File: src/drbm_consts.svh
// Purpose: Offsets and fields of the ring host.
// Assumes: Included by bare name; holds definitions only.
// Notes: Register offsets and descriptor bits.
`ifndef DRBM_CONSTS_SVH
`define DRBM_CONSTS_SVH

// ****************************************
// Register offsets (byte addresses)
// ****************************************
`define DRBM_OFS_CTRL 8'h00
`define DRBM_OFS_RXRING 8'h04
`define DRBM_OFS_TXRING 8'h08
`define DRBM_OFS_RXBUF 8'h0C
`define DRBM_OFS_TXBUF 8'h10
`define DRBM_OFS_BUFLEN 8'h14
`define DRBM_OFS_STAT 8'h18
`define DRBM_OFS_FRAME 8'h1C
`define DRBM_OFS_UNMAPPED 8'hFF

// ****************************************
// Software register fields
// ****************************************
`define DRBM_CMD_GO 0
`define DRBM_CMD_INIT 1
`define DRBM_CMD_RECLAIM 2
`define DRBM_RXLEN_MIN 12'h040
`define DRBM_TXLEN_MIN 12'h064
`define DRBM_BUFLEN_RST 12'h040

// ****************************************
// Descriptor word 1 and word 2 fields
// ****************************************
`define DRBM_OWN_BIT 15
`define DRBM_FAULT_BIT 14
`define DRBM_LAST_SEG_BIT 8
`define DRBM_W2_ONES 4'hF

// ****************************************
// Device primary control word access
// ****************************************
`define DRBM_CTRL_WORD_ADDR 24'h000000
`define DRBM_GO_BIT_VALUE 16'h0002

`endif

File: src/drbm_pkg.sv
// Purpose: Types shared by the ring host modules.
// Assumes: Used only through drbm_pkg::name.
// Notes: Binary state codes are written out.
package drbm_pkg;

    // Controller states.
    typedef enum logic [2:0] {
        ST_IDLE = 3'h0,
        ST_INIT_RX = 3'h1,
        ST_INIT_TX = 3'h2,
        ST_GO = 3'h3,
        ST_RD1 = 3'h4,
        ST_RD3 = 3'h5,
        ST_ARM = 3'h6
    } drbm_state_type;

endpackage

File: src/drbm_reg_if.sv
// Purpose: Register access path between the bus slave and the core.
// Assumes: One clock; write strobe is a one-cycle pulse.
// Notes: Read data is combinational from core flops.
`timescale 1ns/100ps

interface drbm_reg_if;
    logic wrEn; // One-cycle write strobe.
    logic [7:0] wrAddr; // Byte offset of the write.
    logic [31:0] wrData; // Write data.
    logic [7:0] rdAddr; // Byte offset being read.
    logic [31:0] rdData; // Read data for rdAddr.

    modport bus (output wrEn, output wrAddr, output wrData,
                 output rdAddr, input rdData);
    modport core (input wrEn, input wrAddr, input wrData,
                  input rdAddr, output rdData);
endinterface

File: src/drbm_ring_ptr.sv
// Purpose: Modulo entry counter giving the entry address.
// Assumes: Base is quadword aligned by the caller.
// Notes: Ring holds two to the power of the size code entries.
`timescale 1ns/100ps
`include "drbm_consts.svh"

module drbm_ring_ptr (
    input wire logic clk,
    input wire logic rst,
    input wire logic load,
    input wire logic advance,
    input wire logic [23:0] base,
    input wire logic [2:0] sizeCode,
    output logic [23:0] ptr,
    output logic [6:0] idx,
    output logic atEnd
);
    logic [6:0] idx_r; // Current entry number.
    logic [6:0] idx_nxt; // Next entry number.
    logic [6:0] lastIdx; // Number of the final entry.

    // ****************************************
    // Next entry and wrap
    // ****************************************
    always_comb begin
        lastIdx = 7'(({1'b0, 7'h7F}) >> (3'h7 - sizeCode));
        idx_nxt = idx_r;
        if (load) begin
            idx_nxt = 7'h00;
        end else if (advance) begin
            if (idx_r == lastIdx) begin
                idx_nxt = 7'h00; // Back to the ring base.
            end else begin
                idx_nxt = idx_r + 7'h01;
            end
        end
    end

    // Register the entry number.
    always_ff @(posedge clk) begin
        if (rst) begin
            idx_r <= 7'h00;
        end else begin
            idx_r <= idx_nxt;
        end
    end

    // Base plus eight bytes per entry.
    assign ptr = base + 24'({idx_r, 3'h0});
    assign idx = idx_r;
    assign atEnd = (idx_r == lastIdx);
endmodule

File: src/drbm_ahb_slave.sv
// Purpose: AHB-Lite slave in front of the ring host registers.
// Assumes: Single word transfers; no wait states.
// Notes: Response is always OKAY; unmapped offsets read zero.
`timescale 1ns/100ps

module drbm_ahb_slave (
    input wire logic clk,
    input wire logic rst,
    input wire logic hsel,
    input wire logic [31:0] haddr,
    input wire logic [1:0] htrans,
    input wire logic hwrite,
    input wire logic [2:0] hsize,
    input wire logic [31:0] hwdata,
    input wire logic hready,
    output logic hreadyout,
    output logic hresp,
    output logic [31:0] hrdata,
    drbm_reg_if.bus regs
);
    logic wrPend_r; // A write data phase is due.
    logic wrPend_nxt;
    logic [7:0] wrAddr_r; // Offset held for the write data phase.
    logic [7:0] wrAddr_nxt;
    logic [31:0] hrdata_r; // Read data for the data phase.
    logic [31:0] hrdata_nxt;
    logic addrPhase; // Valid transfer in its address phase.
    logic [7:0] ofs; // Decoded offset or the unmapped marker.

    // ****************************************
    // Address phase decode
    // ****************************************
    always_comb begin
        addrPhase = hsel & htrans[1] & hready;
        if (haddr[31:5] == 27'h0000000 && hsize == 3'h2) begin
            ofs = {3'h0, haddr[4:2], 2'h0};
        end else begin
            ofs = `DRBM_OFS_UNMAPPED;
        end
        wrPend_nxt = addrPhase & hwrite;
        wrAddr_nxt = addrPhase ? ofs : wrAddr_r;
        hrdata_nxt = (addrPhase & ~hwrite) ? regs.rdData : 32'h00000000;
    end

    // Register the data phase state.
    always_ff @(posedge clk) begin
        if (rst) begin
            wrPend_r <= 1'b0;
            wrAddr_r <= 8'h00;
            hrdata_r <= 32'h00000000;
        end else begin
            wrPend_r <= wrPend_nxt;
            wrAddr_r <= wrAddr_nxt;
            hrdata_r <= hrdata_nxt;
        end
    end

    assign regs.rdAddr = ofs;
    assign regs.wrEn = wrPend_r;
    assign regs.wrAddr = wrAddr_r;
    assign regs.wrData = hwdata;
    assign hreadyout = 1'b1;
    assign hresp = 1'b0;
    assign hrdata = hrdata_r;
endmodule

File: src/drbm_host_ctrl.sv
// Purpose: Host side of a descriptor ring pair shared with a network device.
// Assumes: Memory and device control word share one 16-bit port.
// Notes: Port handshake is four-phase; ack and read data are synchronised.
//
// Local design decisions: the register offsets and the AHB-Lite interface to the registers.
`timescale 1ns/100ps
`include "drbm_consts.svh"

// How it works
// - Receive ring base has three low zeros.
// - Transmit ring base has three low zeros.
// - Each entry is four 16-bit words.
// - Receive buffers are at least 64 bytes.
// - Only hand entries over, never touch after.
// - Chained transmit buffers are at least 100 bytes.
// - Word 1 bit 15 is ownership.
// - Device never alters buffer address.
// - Word 2 holds ones and negative length.
// - Words sit at byte offsets 0,2,4,6.
module drbm_host_ctrl (
    input wire logic clk,
    input wire logic rst,
    input wire logic hsel,
    input wire logic [31:0] haddr,
    input wire logic [1:0] htrans,
    input wire logic hwrite,
    input wire logic [2:0] hsize,
    input wire logic [31:0] hwdata,
    input wire logic hready,
    output logic hreadyout,
    output logic hresp,
    output logic [31:0] hrdata,
    output logic memReq,
    output logic memWr,
    output logic memSel,
    output logic [23:0] memAddr,
    output logic [15:0] memWdata,
    input wire logic memAck,
    input wire logic [15:0] memRdata
);
    // ****************************************
    // Declarations
    // ****************************************
    drbm_reg_if regs (); // Register path from the bus slave.
    drbm_pkg::drbm_state_type state_r, state_nxt; // Controller state.
    logic [1:0] step_r, step_nxt; // Word step inside an entry.
    logic [31:0] rxRing_r, rxRing_nxt; // Rx ring setup.
    logic [31:0] txRing_r, txRing_nxt; // Tx ring setup.
    logic [23:0] rxBuf_r, rxBuf_nxt; // First rx buffer.
    logic [23:0] txBuf_r, txBuf_nxt; // First tx buffer.
    logic [11:0] rxLen_r, rxLen_nxt; // Rx buffer bytes.
    logic [11:0] txLen_r, txLen_nxt; // Tx buffer bytes.
    logic [15:0] lastStat_r, lastStat_nxt; // Word 1 of the last frame.
    logic [11:0] frameLen_r, frameLen_nxt; // Last good frame length.
    logic [7:0] frames_r, frames_nxt; // Reclaimed buffer count.
    logic empty_r, empty_nxt; // Reclaim found no released entry.
    logic req_r, req_nxt; // Port request level.
    logic waitLow_r, waitLow_nxt; // Waiting for ack to fall.
    logic [15:0] rdLat_r, rdLat_nxt; // Read data caught at ack.
    logic [23:0] addr_r, addr_nxt; // Port address.
    logic [15:0] wdat_r, wdat_nxt; // Port write data.
    logic wr_r, wr_nxt; // Port direction.
    logic sel_r, sel_nxt; // Port targets the device control word.
    logic ack1_r, ack2_r; // Ack synchroniser.
    logic [15:0] rd1_r, rd2_r; // Read data synchroniser.
    logic accDone; // Current port access finished this cycle.
    logic [23:0] rxPtr, txPtr; // Current entry addresses.
    logic [6:0] rxIdx, txIdx; // Current entry numbers.
    logic rxEnd, txEnd; // Pointer is on the final entry.
    logic rxLoad, txLoad, rxAdv, txAdv; // Pointer controls.
    logic [1:0] word; // Descriptor word for this step.
    logic [15:0] accData; // Data wanted for this step.
    logic [23:0] accAddr; // Address wanted for this step.
    logic isTx; // Step works on the transmit ring.
    logic [23:0] bufAddr; // Buffer address of the current entry.

    // Entry buffer: base plus index times length.
    function automatic logic [23:0] entryBuf(input logic [23:0] base,
                                             input logic [6:0] idx,
                                             input logic [11:0] len);
        entryBuf = base + 24'(idx * len);
    endfunction

    // Clamp a length up to its minimum.
    function automatic logic [11:0] atLeast(input logic [11:0] val,
                                            input logic [11:0] low);
        atLeast = (val < low) ? low : val;
    endfunction

    // ****************************************
    // Submodules
    // ****************************************
    drbm_ahb_slave slave (.clk(clk), .rst(rst), .hsel(hsel), .haddr(haddr),
        .htrans(htrans), .hwrite(hwrite), .hsize(hsize), .hwdata(hwdata),
        .hready(hready), .hreadyout(hreadyout), .hresp(hresp),
        .hrdata(hrdata), .regs(regs.bus));

    drbm_ring_ptr rxRingPtr (.clk(clk), .rst(rst), .load(rxLoad),
        .advance(rxAdv), .base({rxRing_r[23:3], 3'h0}),
        .sizeCode(rxRing_r[30:28]), .ptr(rxPtr), .idx(rxIdx),
        .atEnd(rxEnd));

    drbm_ring_ptr txRingPtr (.clk(clk), .rst(rst), .load(txLoad),
        .advance(txAdv), .base({txRing_r[23:3], 3'h0}),
        .sizeCode(txRing_r[30:28]), .ptr(txPtr), .idx(txIdx),
        .atEnd(txEnd));

    // ****************************************
    // Synchronise the port answer
    // ****************************************
    always_ff @(posedge clk) begin
        if (rst) begin
            ack1_r <= 1'b0;
            ack2_r <= 1'b0;
            rd1_r <= 16'h0000;
            rd2_r <= 16'h0000;
        end else begin
            ack1_r <= memAck;
            ack2_r <= ack1_r;
            rd1_r <= memRdata;
            rd2_r <= rd1_r;
        end
    end

    // ****************************************
    // Register reads
    // ****************************************
    always_comb begin
        case (regs.rdAddr)
            `DRBM_OFS_RXRING: regs.rdData = rxRing_r;
            `DRBM_OFS_TXRING: regs.rdData = txRing_r;
            `DRBM_OFS_RXBUF: regs.rdData = {8'h00, rxBuf_r};
            `DRBM_OFS_TXBUF: regs.rdData = {8'h00, txBuf_r};
            `DRBM_OFS_BUFLEN: regs.rdData = {4'h0, txLen_r, 4'h0, rxLen_r};
            `DRBM_OFS_STAT: regs.rdData = {lastStat_r, 14'h0000, empty_r,
                                           (state_r != drbm_pkg::ST_IDLE)};
            `DRBM_OFS_FRAME: regs.rdData = {8'h00, frames_r, 4'h0, frameLen_r};
            default: regs.rdData = 32'h00000000;
        endcase
    end

    // ****************************************
    // Step data: word order and contents
    // ****************************************
    always_comb begin
        isTx = (state_r == drbm_pkg::ST_INIT_TX);
        // Ownership word last: entry complete at handover.
        case (step_r)
            2'h0: word = 2'h0;
            2'h1: word = 2'h2;
            2'h2: word = 2'h3;
            default: word = 2'h1;
        endcase
        if (state_r == drbm_pkg::ST_RD1) begin
            word = 2'h1;
        end else if (state_r == drbm_pkg::ST_RD3) begin
            word = 2'h3;
        end
        bufAddr = isTx ? entryBuf(txBuf_r, txIdx, txLen_r)
                       : entryBuf(rxBuf_r, rxIdx, rxLen_r);
        accAddr = (isTx ? txPtr : rxPtr) + 24'({word, 1'b0});
        case (word)
            2'h0: accData = bufAddr[15:0];
            2'h1: accData = {~isTx, 7'h00, bufAddr[23:16]};
            // Ones on top, length as a negative count below.
            2'h2: accData = {`DRBM_W2_ONES,
                             12'(-(isTx ? txLen_r : rxLen_r))};
            default: accData = 16'h0000; // Clears the frame length.
        endcase
        if (state_r == drbm_pkg::ST_GO) begin
            accAddr = `DRBM_CTRL_WORD_ADDR;
            accData = `DRBM_GO_BIT_VALUE;
        end
    end

    // ****************************************
    // Port handshake and controller
    // ****************************************
    always_comb begin
        state_nxt = state_r;
        step_nxt = step_r;
        rxRing_nxt = rxRing_r;
        txRing_nxt = txRing_r;
        rxBuf_nxt = rxBuf_r;
        txBuf_nxt = txBuf_r;
        rxLen_nxt = rxLen_r;
        txLen_nxt = txLen_r;
        lastStat_nxt = lastStat_r;
        frameLen_nxt = frameLen_r;
        frames_nxt = frames_r;
        empty_nxt = empty_r;
        req_nxt = req_r;
        waitLow_nxt = waitLow_r;
        rdLat_nxt = rdLat_r;
        addr_nxt = addr_r;
        wdat_nxt = wdat_r;
        wr_nxt = wr_r;
        sel_nxt = sel_r;
        rxLoad = 1'b0;
        txLoad = 1'b0;
        rxAdv = 1'b0;
        txAdv = 1'b0;
        accDone = 1'b0;
        // Setup writes are taken only while idle.
        if (regs.wrEn && state_r == drbm_pkg::ST_IDLE) begin
            case (regs.wrAddr)
                `DRBM_OFS_RXRING: rxRing_nxt = {1'b0, regs.wrData[30:28],
                                               4'h0, regs.wrData[23:3], 3'h0};
                `DRBM_OFS_TXRING: txRing_nxt = {1'b0, regs.wrData[30:28],
                                               4'h0, regs.wrData[23:3], 3'h0};
                `DRBM_OFS_RXBUF: rxBuf_nxt = regs.wrData[23:0];
                `DRBM_OFS_TXBUF: txBuf_nxt = regs.wrData[23:0];
                `DRBM_OFS_BUFLEN: begin
                    rxLen_nxt = atLeast(regs.wrData[11:0],
                                        `DRBM_RXLEN_MIN);
                    txLen_nxt = atLeast(regs.wrData[27:16],
                                        `DRBM_TXLEN_MIN);
                end
                `DRBM_OFS_CTRL: begin
                    if (regs.wrData[`DRBM_CMD_INIT]) begin
                        state_nxt = drbm_pkg::ST_INIT_RX;
                        rxLoad = 1'b1;
                        txLoad = 1'b1;
                    end else if (regs.wrData[`DRBM_CMD_GO]) begin
                        state_nxt = drbm_pkg::ST_GO;
                    end else if (regs.wrData[`DRBM_CMD_RECLAIM]) begin
                        state_nxt = drbm_pkg::ST_RD1;
                    end
                    step_nxt = 2'h0;
                    empty_nxt = 1'b0;
                end
                default: begin
                    // Other offsets are read only or unmapped.
                end
            endcase
        end
        // Four-phase access: raise, wait ack high, drop, wait ack low.
        if (state_r != drbm_pkg::ST_IDLE) begin
            if (!req_r && !waitLow_r) begin
                req_nxt = 1'b1;
                addr_nxt = accAddr;
                wdat_nxt = accData;
                sel_nxt = (state_r == drbm_pkg::ST_GO);
                wr_nxt = (state_r != drbm_pkg::ST_RD1) &&
                         (state_r != drbm_pkg::ST_RD3);
            end else if (req_r && ack2_r) begin
                req_nxt = 1'b0;
                waitLow_nxt = 1'b1;
                rdLat_nxt = rd2_r;
            end else if (waitLow_r && !ack2_r) begin
                waitLow_nxt = 1'b0;
                accDone = 1'b1;
            end
        end
        if (accDone) begin
            step_nxt = step_r + 2'h1;
            case (state_r)
                drbm_pkg::ST_INIT_RX: begin
                    if (step_r == 2'h3) begin
                        rxAdv = 1'b1;
                        if (rxEnd) begin
                            state_nxt = drbm_pkg::ST_INIT_TX;
                        end
                    end
                end
                drbm_pkg::ST_INIT_TX: begin
                    if (step_r == 2'h3) begin
                        txAdv = 1'b1;
                        if (txEnd) begin
                            state_nxt = drbm_pkg::ST_IDLE;
                        end
                    end
                end
                drbm_pkg::ST_RD1: begin
                    step_nxt = 2'h0;
                    if (rdLat_r[`DRBM_OWN_BIT]) begin
                        // Device owns it: leave it.
                        empty_nxt = 1'b1;
                        state_nxt = drbm_pkg::ST_IDLE;
                    end else if (rdLat_r[`DRBM_LAST_SEG_BIT]) begin
                        lastStat_nxt = rdLat_r;
                        state_nxt = drbm_pkg::ST_RD3;
                    end else begin
                        lastStat_nxt = rdLat_r;
                        state_nxt = drbm_pkg::ST_ARM;
                    end
                end
                drbm_pkg::ST_RD3: begin
                    step_nxt = 2'h0;
                    if (!lastStat_r[`DRBM_FAULT_BIT]) begin
                        frameLen_nxt = rdLat_r[11:0];
                    end
                    state_nxt = drbm_pkg::ST_ARM;
                end
                drbm_pkg::ST_ARM: begin
                    // Rewrite clears flags, hands entry back.
                    if (step_r == 2'h3) begin
                        rxAdv = 1'b1;
                        frames_nxt = frames_r + 8'h01;
                        state_nxt = drbm_pkg::ST_IDLE;
                    end
                end
                default: begin
                    state_nxt = drbm_pkg::ST_IDLE;
                end
            endcase
        end
    end

    // Register all controller state.
    always_ff @(posedge clk) begin
        if (rst) begin
            state_r <= drbm_pkg::ST_IDLE;
            step_r <= 2'h0;
            rxRing_r <= 32'h00000000;
            txRing_r <= 32'h00000000;
            rxBuf_r <= 24'h000000;
            txBuf_r <= 24'h000000;
            rxLen_r <= `DRBM_BUFLEN_RST;
            txLen_r <= `DRBM_TXLEN_MIN;
            lastStat_r <= 16'h0000;
            frameLen_r <= 12'h000;
            frames_r <= 8'h00;
            empty_r <= 1'b0;
            req_r <= 1'b0;
            waitLow_r <= 1'b0;
            rdLat_r <= 16'h0000;
            addr_r <= 24'h000000;
            wdat_r <= 16'h0000;
            wr_r <= 1'b0;
            sel_r <= 1'b0;
        end else begin
            state_r <= state_nxt;
            step_r <= step_nxt;
            rxRing_r <= rxRing_nxt;
            txRing_r <= txRing_nxt;
            rxBuf_r <= rxBuf_nxt;
            txBuf_r <= txBuf_nxt;
            rxLen_r <= rxLen_nxt;
            txLen_r <= txLen_nxt;
            lastStat_r <= lastStat_nxt;
            frameLen_r <= frameLen_nxt;
            frames_r <= frames_nxt;
            empty_r <= empty_nxt;
            req_r <= req_nxt;
            waitLow_r <= waitLow_nxt;
            rdLat_r <= rdLat_nxt;
            addr_r <= addr_nxt;
            wdat_r <= wdat_nxt;
            wr_r <= wr_nxt;
            sel_r <= sel_nxt;
        end
    end

    assign memReq = req_r;
    assign memWr = wr_r;
    assign memSel = sel_r;
    assign memAddr = addr_r;
    assign memWdata = wdat_r;
endmodule

File: config.mk
export PLATFORM = sky130hd
export DESIGN_NAME = drbm_host_ctrl
export DESIGN_NICKNAME = d
export VERILOG_FILES = /design/src/drbm_pkg.sv /design/src/drbm_reg_if.sv /design/src/drbm_ring_ptr.sv /design/src/drbm_ahb_slave.sv /design/src/drbm_host_ctrl.sv
export VERILOG_INCLUDE_DIRS = /design/src
export SDC_FILE = /design/constraint.sdc
export NUM_CORES = 1
export LEC_CHECK = 0
export ABC_AREA = 0
export CORE_ASPECT_RATIO = 1.75
export CORE_MARGIN = 2
export CORE_UTILIZATION = 42
export DETAILED_ROUTE_END_ITERATION = 12
export DONT_BUFFER_PORTS = 1
export PLACE_DENSITY = 0.56
export SLEW_MARGIN = 10
export SYNTH_ARGS = -nofsm -noshare
export SYNTH_HDL_FRONTEND = slang
export SYNTH_SLANG_ARGS = --single-unit
File: constraint.sdc
create_clock -name clk -period 9.32 [get_ports clk]
set_clock_uncertainty 0.05 [all_clocks]
set_input_delay 1.864 -clock clk [delete_from_list [all_inputs] [get_ports clk]]
set_output_delay 1.864 -clock clk [all_outputs]
set_load 0.02 [all_outputs]
==> results.sh <==
export IMPL_status="complete, no violations"
export IMPL_grt_ovfl_total=0
export IMPL_ant_nets=0
export IMPL_yosys_cell_types_count=84
export IMPL_drt_iter0_drc=1458
export IMPL_ir_drop_mv=0.1620
export IMPL_antenna_found_initial=0
export IMPL_syn_inst=2536
export IMPL_dpl_cell_area_um2=20940
export IMPL_synthFlopType="dfxtp_1"
export IMPL_die_width_um=171.4
export IMPL_grt_setup_unrepaired="no"
export IMPL_max_cap_viol_count=0
export IMPL_fmax_mhz=170.9
export IMPL_cp_data_arrival_time_ps=6300
export IMPL_initial_core_util_pct=42.37
export IMPL_ys_warn_count=0
export IMPL_relSlewSlack_pct=21.19
export IMPL_start_kind="register"
export IMPL_portBuffers=0
export IMPL_dr_pass1_iters=8
export IMPL_nets=2769
export IMPL_finalSetupViolCount=0
export IMPL_wirelength_um=73940
export IMPL_dpl_hpwl_um=56490
export IMPL_stdcell_area_um2=21970
export IMPL_gr_usage_met3_pct=4.330
export IMPL_use_met2_pct=51.56
export IMPL_critPathRequiredTime_ps=9770
export IMPL_maxSlewViolCount=0
export IMPL_p_per_area_nw_per_um2=120.0
export IMPL_die_area_um2=50890
export IMPL_ys_seq_elements=304
export IMPL_grt_pass1_wl_um=110300
export IMPL_synth_area_um2=20590
export IMPL_clockBufferDepth=3
export IMPL_top_usage_layer="met2"
export IMPL_cts_setup_buffers=0
export IMPL_cts_sinks=304
export IMPL_via_per_inst=5.702
export IMPL_cts_tree="yes"
export IMPL_min_path_type="reg -> reg"
export IMPL_critPathMaxFanout=21
export IMPL_critPathKind="reg -> reg"
export IMPL_num_antenna_cells=0
export IMPL_syn_area_per_cell_um2=8.120
export IMPL_use_met1_pct=31.17
export IMPL_synth_compound_area_share_pct=16.16
export IMPL_seq_area_frac_synth_pct=29.55
export IMPL_top_level_ports=168
export IMPL_synth_edf_count=0
export IMPL_rows=107
export IMPL_track_usage_pct=28.97
export IMPL_finalCriticalPeriod_ps=5852
export IMPL_endpoint_kind="register"
export IMPL_vias=17738
export IMPL_worst_pin_slew_ps=1179
export IMPL_tns_ps=0
export IMPL_grt_pass1_vias=17871
export IMPL_synth_xor_area_share_pct=3.913
export IMPL_leakage_nw=8.828
export IMPL_drive_gt1_share_pct=4.233
export IMPL_cts_buffers=30
export IMPL_gp_congestion=0.9342
export IMPL_drcViolationCount=0
export IMPL_clock_latency_ps=590
export IMPL_wl_per_cell_um=23.77
export IMPL_clk_pin_slew_ps=80
export IMPL_cts_root_buf="clkbuf_16"
export IMPL_synth_top_family_by_area="simple AND/OR/NAND/NOR gates"
export IMPL_synthAdderAreaFrac_pct=19.65
export IMPL_grt_max_degree=250
export IMPL_htreeDepth=1
export IMPL_final_hold_violation_count=0
export IMPL_yosys_area_share_simple_pct=21.41
export IMPL_core_um2=48600
export IMPL_synth_async_reset_ratio_pct=0
export IMPL_synthMuxAreaShare_pct=1.695
export IMPL_die_height_um=296.9
export IMPL_nFillCells=4826
export IMPL_post_cts_resized=0
export IMPL_area_growth_syn_to_layout_pct=6.714
export IMPL_postCtsHoldBufs=0
export IMPL_fin_crit_sh_pct=62.79
-- worst max-delay path: stages (launching register included) --
cell	delay, ps
dfxtp_1	960
nand2_1	180
fa_1	590
inv_1	60
fa_1	510
fa_1	550
inv_1	60
fa_1	530
inv_1	50
ha_1	380
nand2_1	100
a211oi_1	260
a211o_1	200
a211oi_1	90
o31ai_1	470
xnor2_1	280
a211oi_1	150
a311oi_1	280
-- cell usage after synthesis (all sizes together) (4+ instances only) --
master / instances / share of area [%]
a311oi: 4 / 0.17
and2: 92 / 2.8
clkbuf: 127 / 2.4
o211ai: 5 / 0.18
a221oi: 9 / 0.38
a211oi: 19 / 0.72
nand4: 16 / 0.49
o21a: 7 / 0.26
nand4b: 4 / 0.17
a21oi: 226 / 5.5
dfxtp: 304 / 30
inv: 231 / 4.2
a2bb2oi: 4 / 0.17
o21bai: 16 / 0.58
nand3: 48 / 1.2
a22o: 5 / 0.21
nor3b: 8 / 0.29
xnor2: 47 / 2.0
xor2: 45 / 1.9
nor4: 12 / 0.36
nor2: 142 / 2.6
nand2: 458 / 8.4
and3: 19 / 0.58
a31oi: 30 / 0.91
nand2b: 8 / 0.24
o31ai: 4 / 0.15
o221ai: 5 / 0.21
nor2b: 42 / 1.3
or3: 12 / 0.37
ha: 109 / 6.6
fa: 134 / 13
o22ai: 5 / 0.15
nand3b: 16 / 0.58
mux2i: 29 / 1.5
nor3: 50 / 1.2
a22oi: 65 / 2.4
a32o: 7 / 0.34
o21ai: 66 / 1.6
a21o: 16 / 0.58
a222oi: 11 / 0.53
buf: 31 / 0.97
-- layout make-up --
class / count / area [µm²] / share of cell area (%)
clock buffer: 35 / 809.5 / 3.684
inverter: 231 / 867.1 / 3.946
multi-input combinational: 1845 / 12990 / 59.13
timing repair buffer: 23 / 172.7 / 0.7857
clock inverter: 19 / 227.7 / 1.036
sequential: 304 / 6086 / 27.69
tap: 654 / 818.3 / 3.724
-- metrics by stage --
step                hold slack (ps)  setup slack (ps)  cells  total power, mW  util, %
finish                        378.1              3468   3111            2.637    45.22
floorplan                     363.8              4189   2538            1.381        -
global placement              363.1              3446   3057            1.375    43.08
global route                  388.7              3117   3111            2.713    45.22
detailed placement            368.7              3375   3057            1.375    43.08
CTS                           378.9              3368   3111            2.661    45.22
-- cells by family (layout without fill, tap and decap cells) --
| group | count (synthesis) | count (layout) |
|---|---|---|
| and+or+nand+nor | 946 | 946 |
| DFF | 304 | 304 |
| buffers and inverters | 389 | 308 |
| other | 2 | 4 |
| muxes | 32 | 32 |
| AOI/OAI and AO/OA | 528 | 528 |
| adders and majority gates | 243 | 243 |
| xor gates and xnor gates | 92 | 92 |
-- flip-flops by register name, summed over array words and instances, names as in the netlist, 2 cells and up --
signal,flops
txRing_r,24
lastStat_r,15
slave.hrdata,31
memWdata,16
rxBuf_r,24
memAddr,23
rd1_r,16
rxLen_r,12
rdLat_r,16
step_r,2
rxRingPtr.idx,7
rxRing_r,24
state_r,3
rd2_r,16
txRingPtr.idx,7
frames_r,8
txBuf_r,24
slave.regs.wrAddr,4
frameLen_r,12
txLen_r,12
-- power breakdown --
part	total, mW	internal [mW]	switching, mW	leakage, nW
registers	1.31	1.31	0.00555	2.46
clock network	1.29	0.715	0.577	0.500
logic	0.0328	0.0120	0.0208	5.87
-- routing by layer --
metal  share of wire (%)  vias to the layer above
met5                   0                        -
met4                 8.4                        0
met3                 6.3                      206
met2                  50                      641
met1                  35                     8610
li1                    -                     8281
-- cell usage in the layout, fill, tap and decap left out, types with 16 or more instances in the layout --
| master | instances |
|---|---|
| xor2_1 | 45 |
| nor2b_1 | 41 |
| nand3_1 | 48 |
| ha_1 | 109 |
| buf_4 | 23 |
| dfxtp_1 | 304 |
| fa_1 | 134 |
| mux2i_1 | 27 |
| a22oi_1 | 65 |
| clkbuf_16 | 30 |
| a21o_1 | 16 |
| nand3b_1 | 16 |
| and2_1 | 92 |
| inv_1 | 231 |
| nand4_1 | 16 |
| o21ai_0 | 63 |
| xnor2_1 | 47 |
| a211oi_1 | 18 |
| a21oi_1 | 226 |
| and3_1 | 19 |
| o21bai_1 | 16 |
| nor3_1 | 47 |
| nor2_1 | 139 |
| a31oi_1 | 30 |
| nand2_1 | 457 |
-- final timing paths --
path	startpoint	endpoint	slack, ps	cells past startpoint
worst max-delay path	txRingPtr.idx[1]	memWdata[4]	3470	17
worst min-delay path	rd2_r[8]	rdLat_r[8]	380	2
worst max register to register	txRingPtr.idx[1]	memWdata[4]	3470	17
worst min register to register	rd2_r[8]	rdLat_r[8]	380	2
Note: power is estimated with default switching activity, not from simulation.
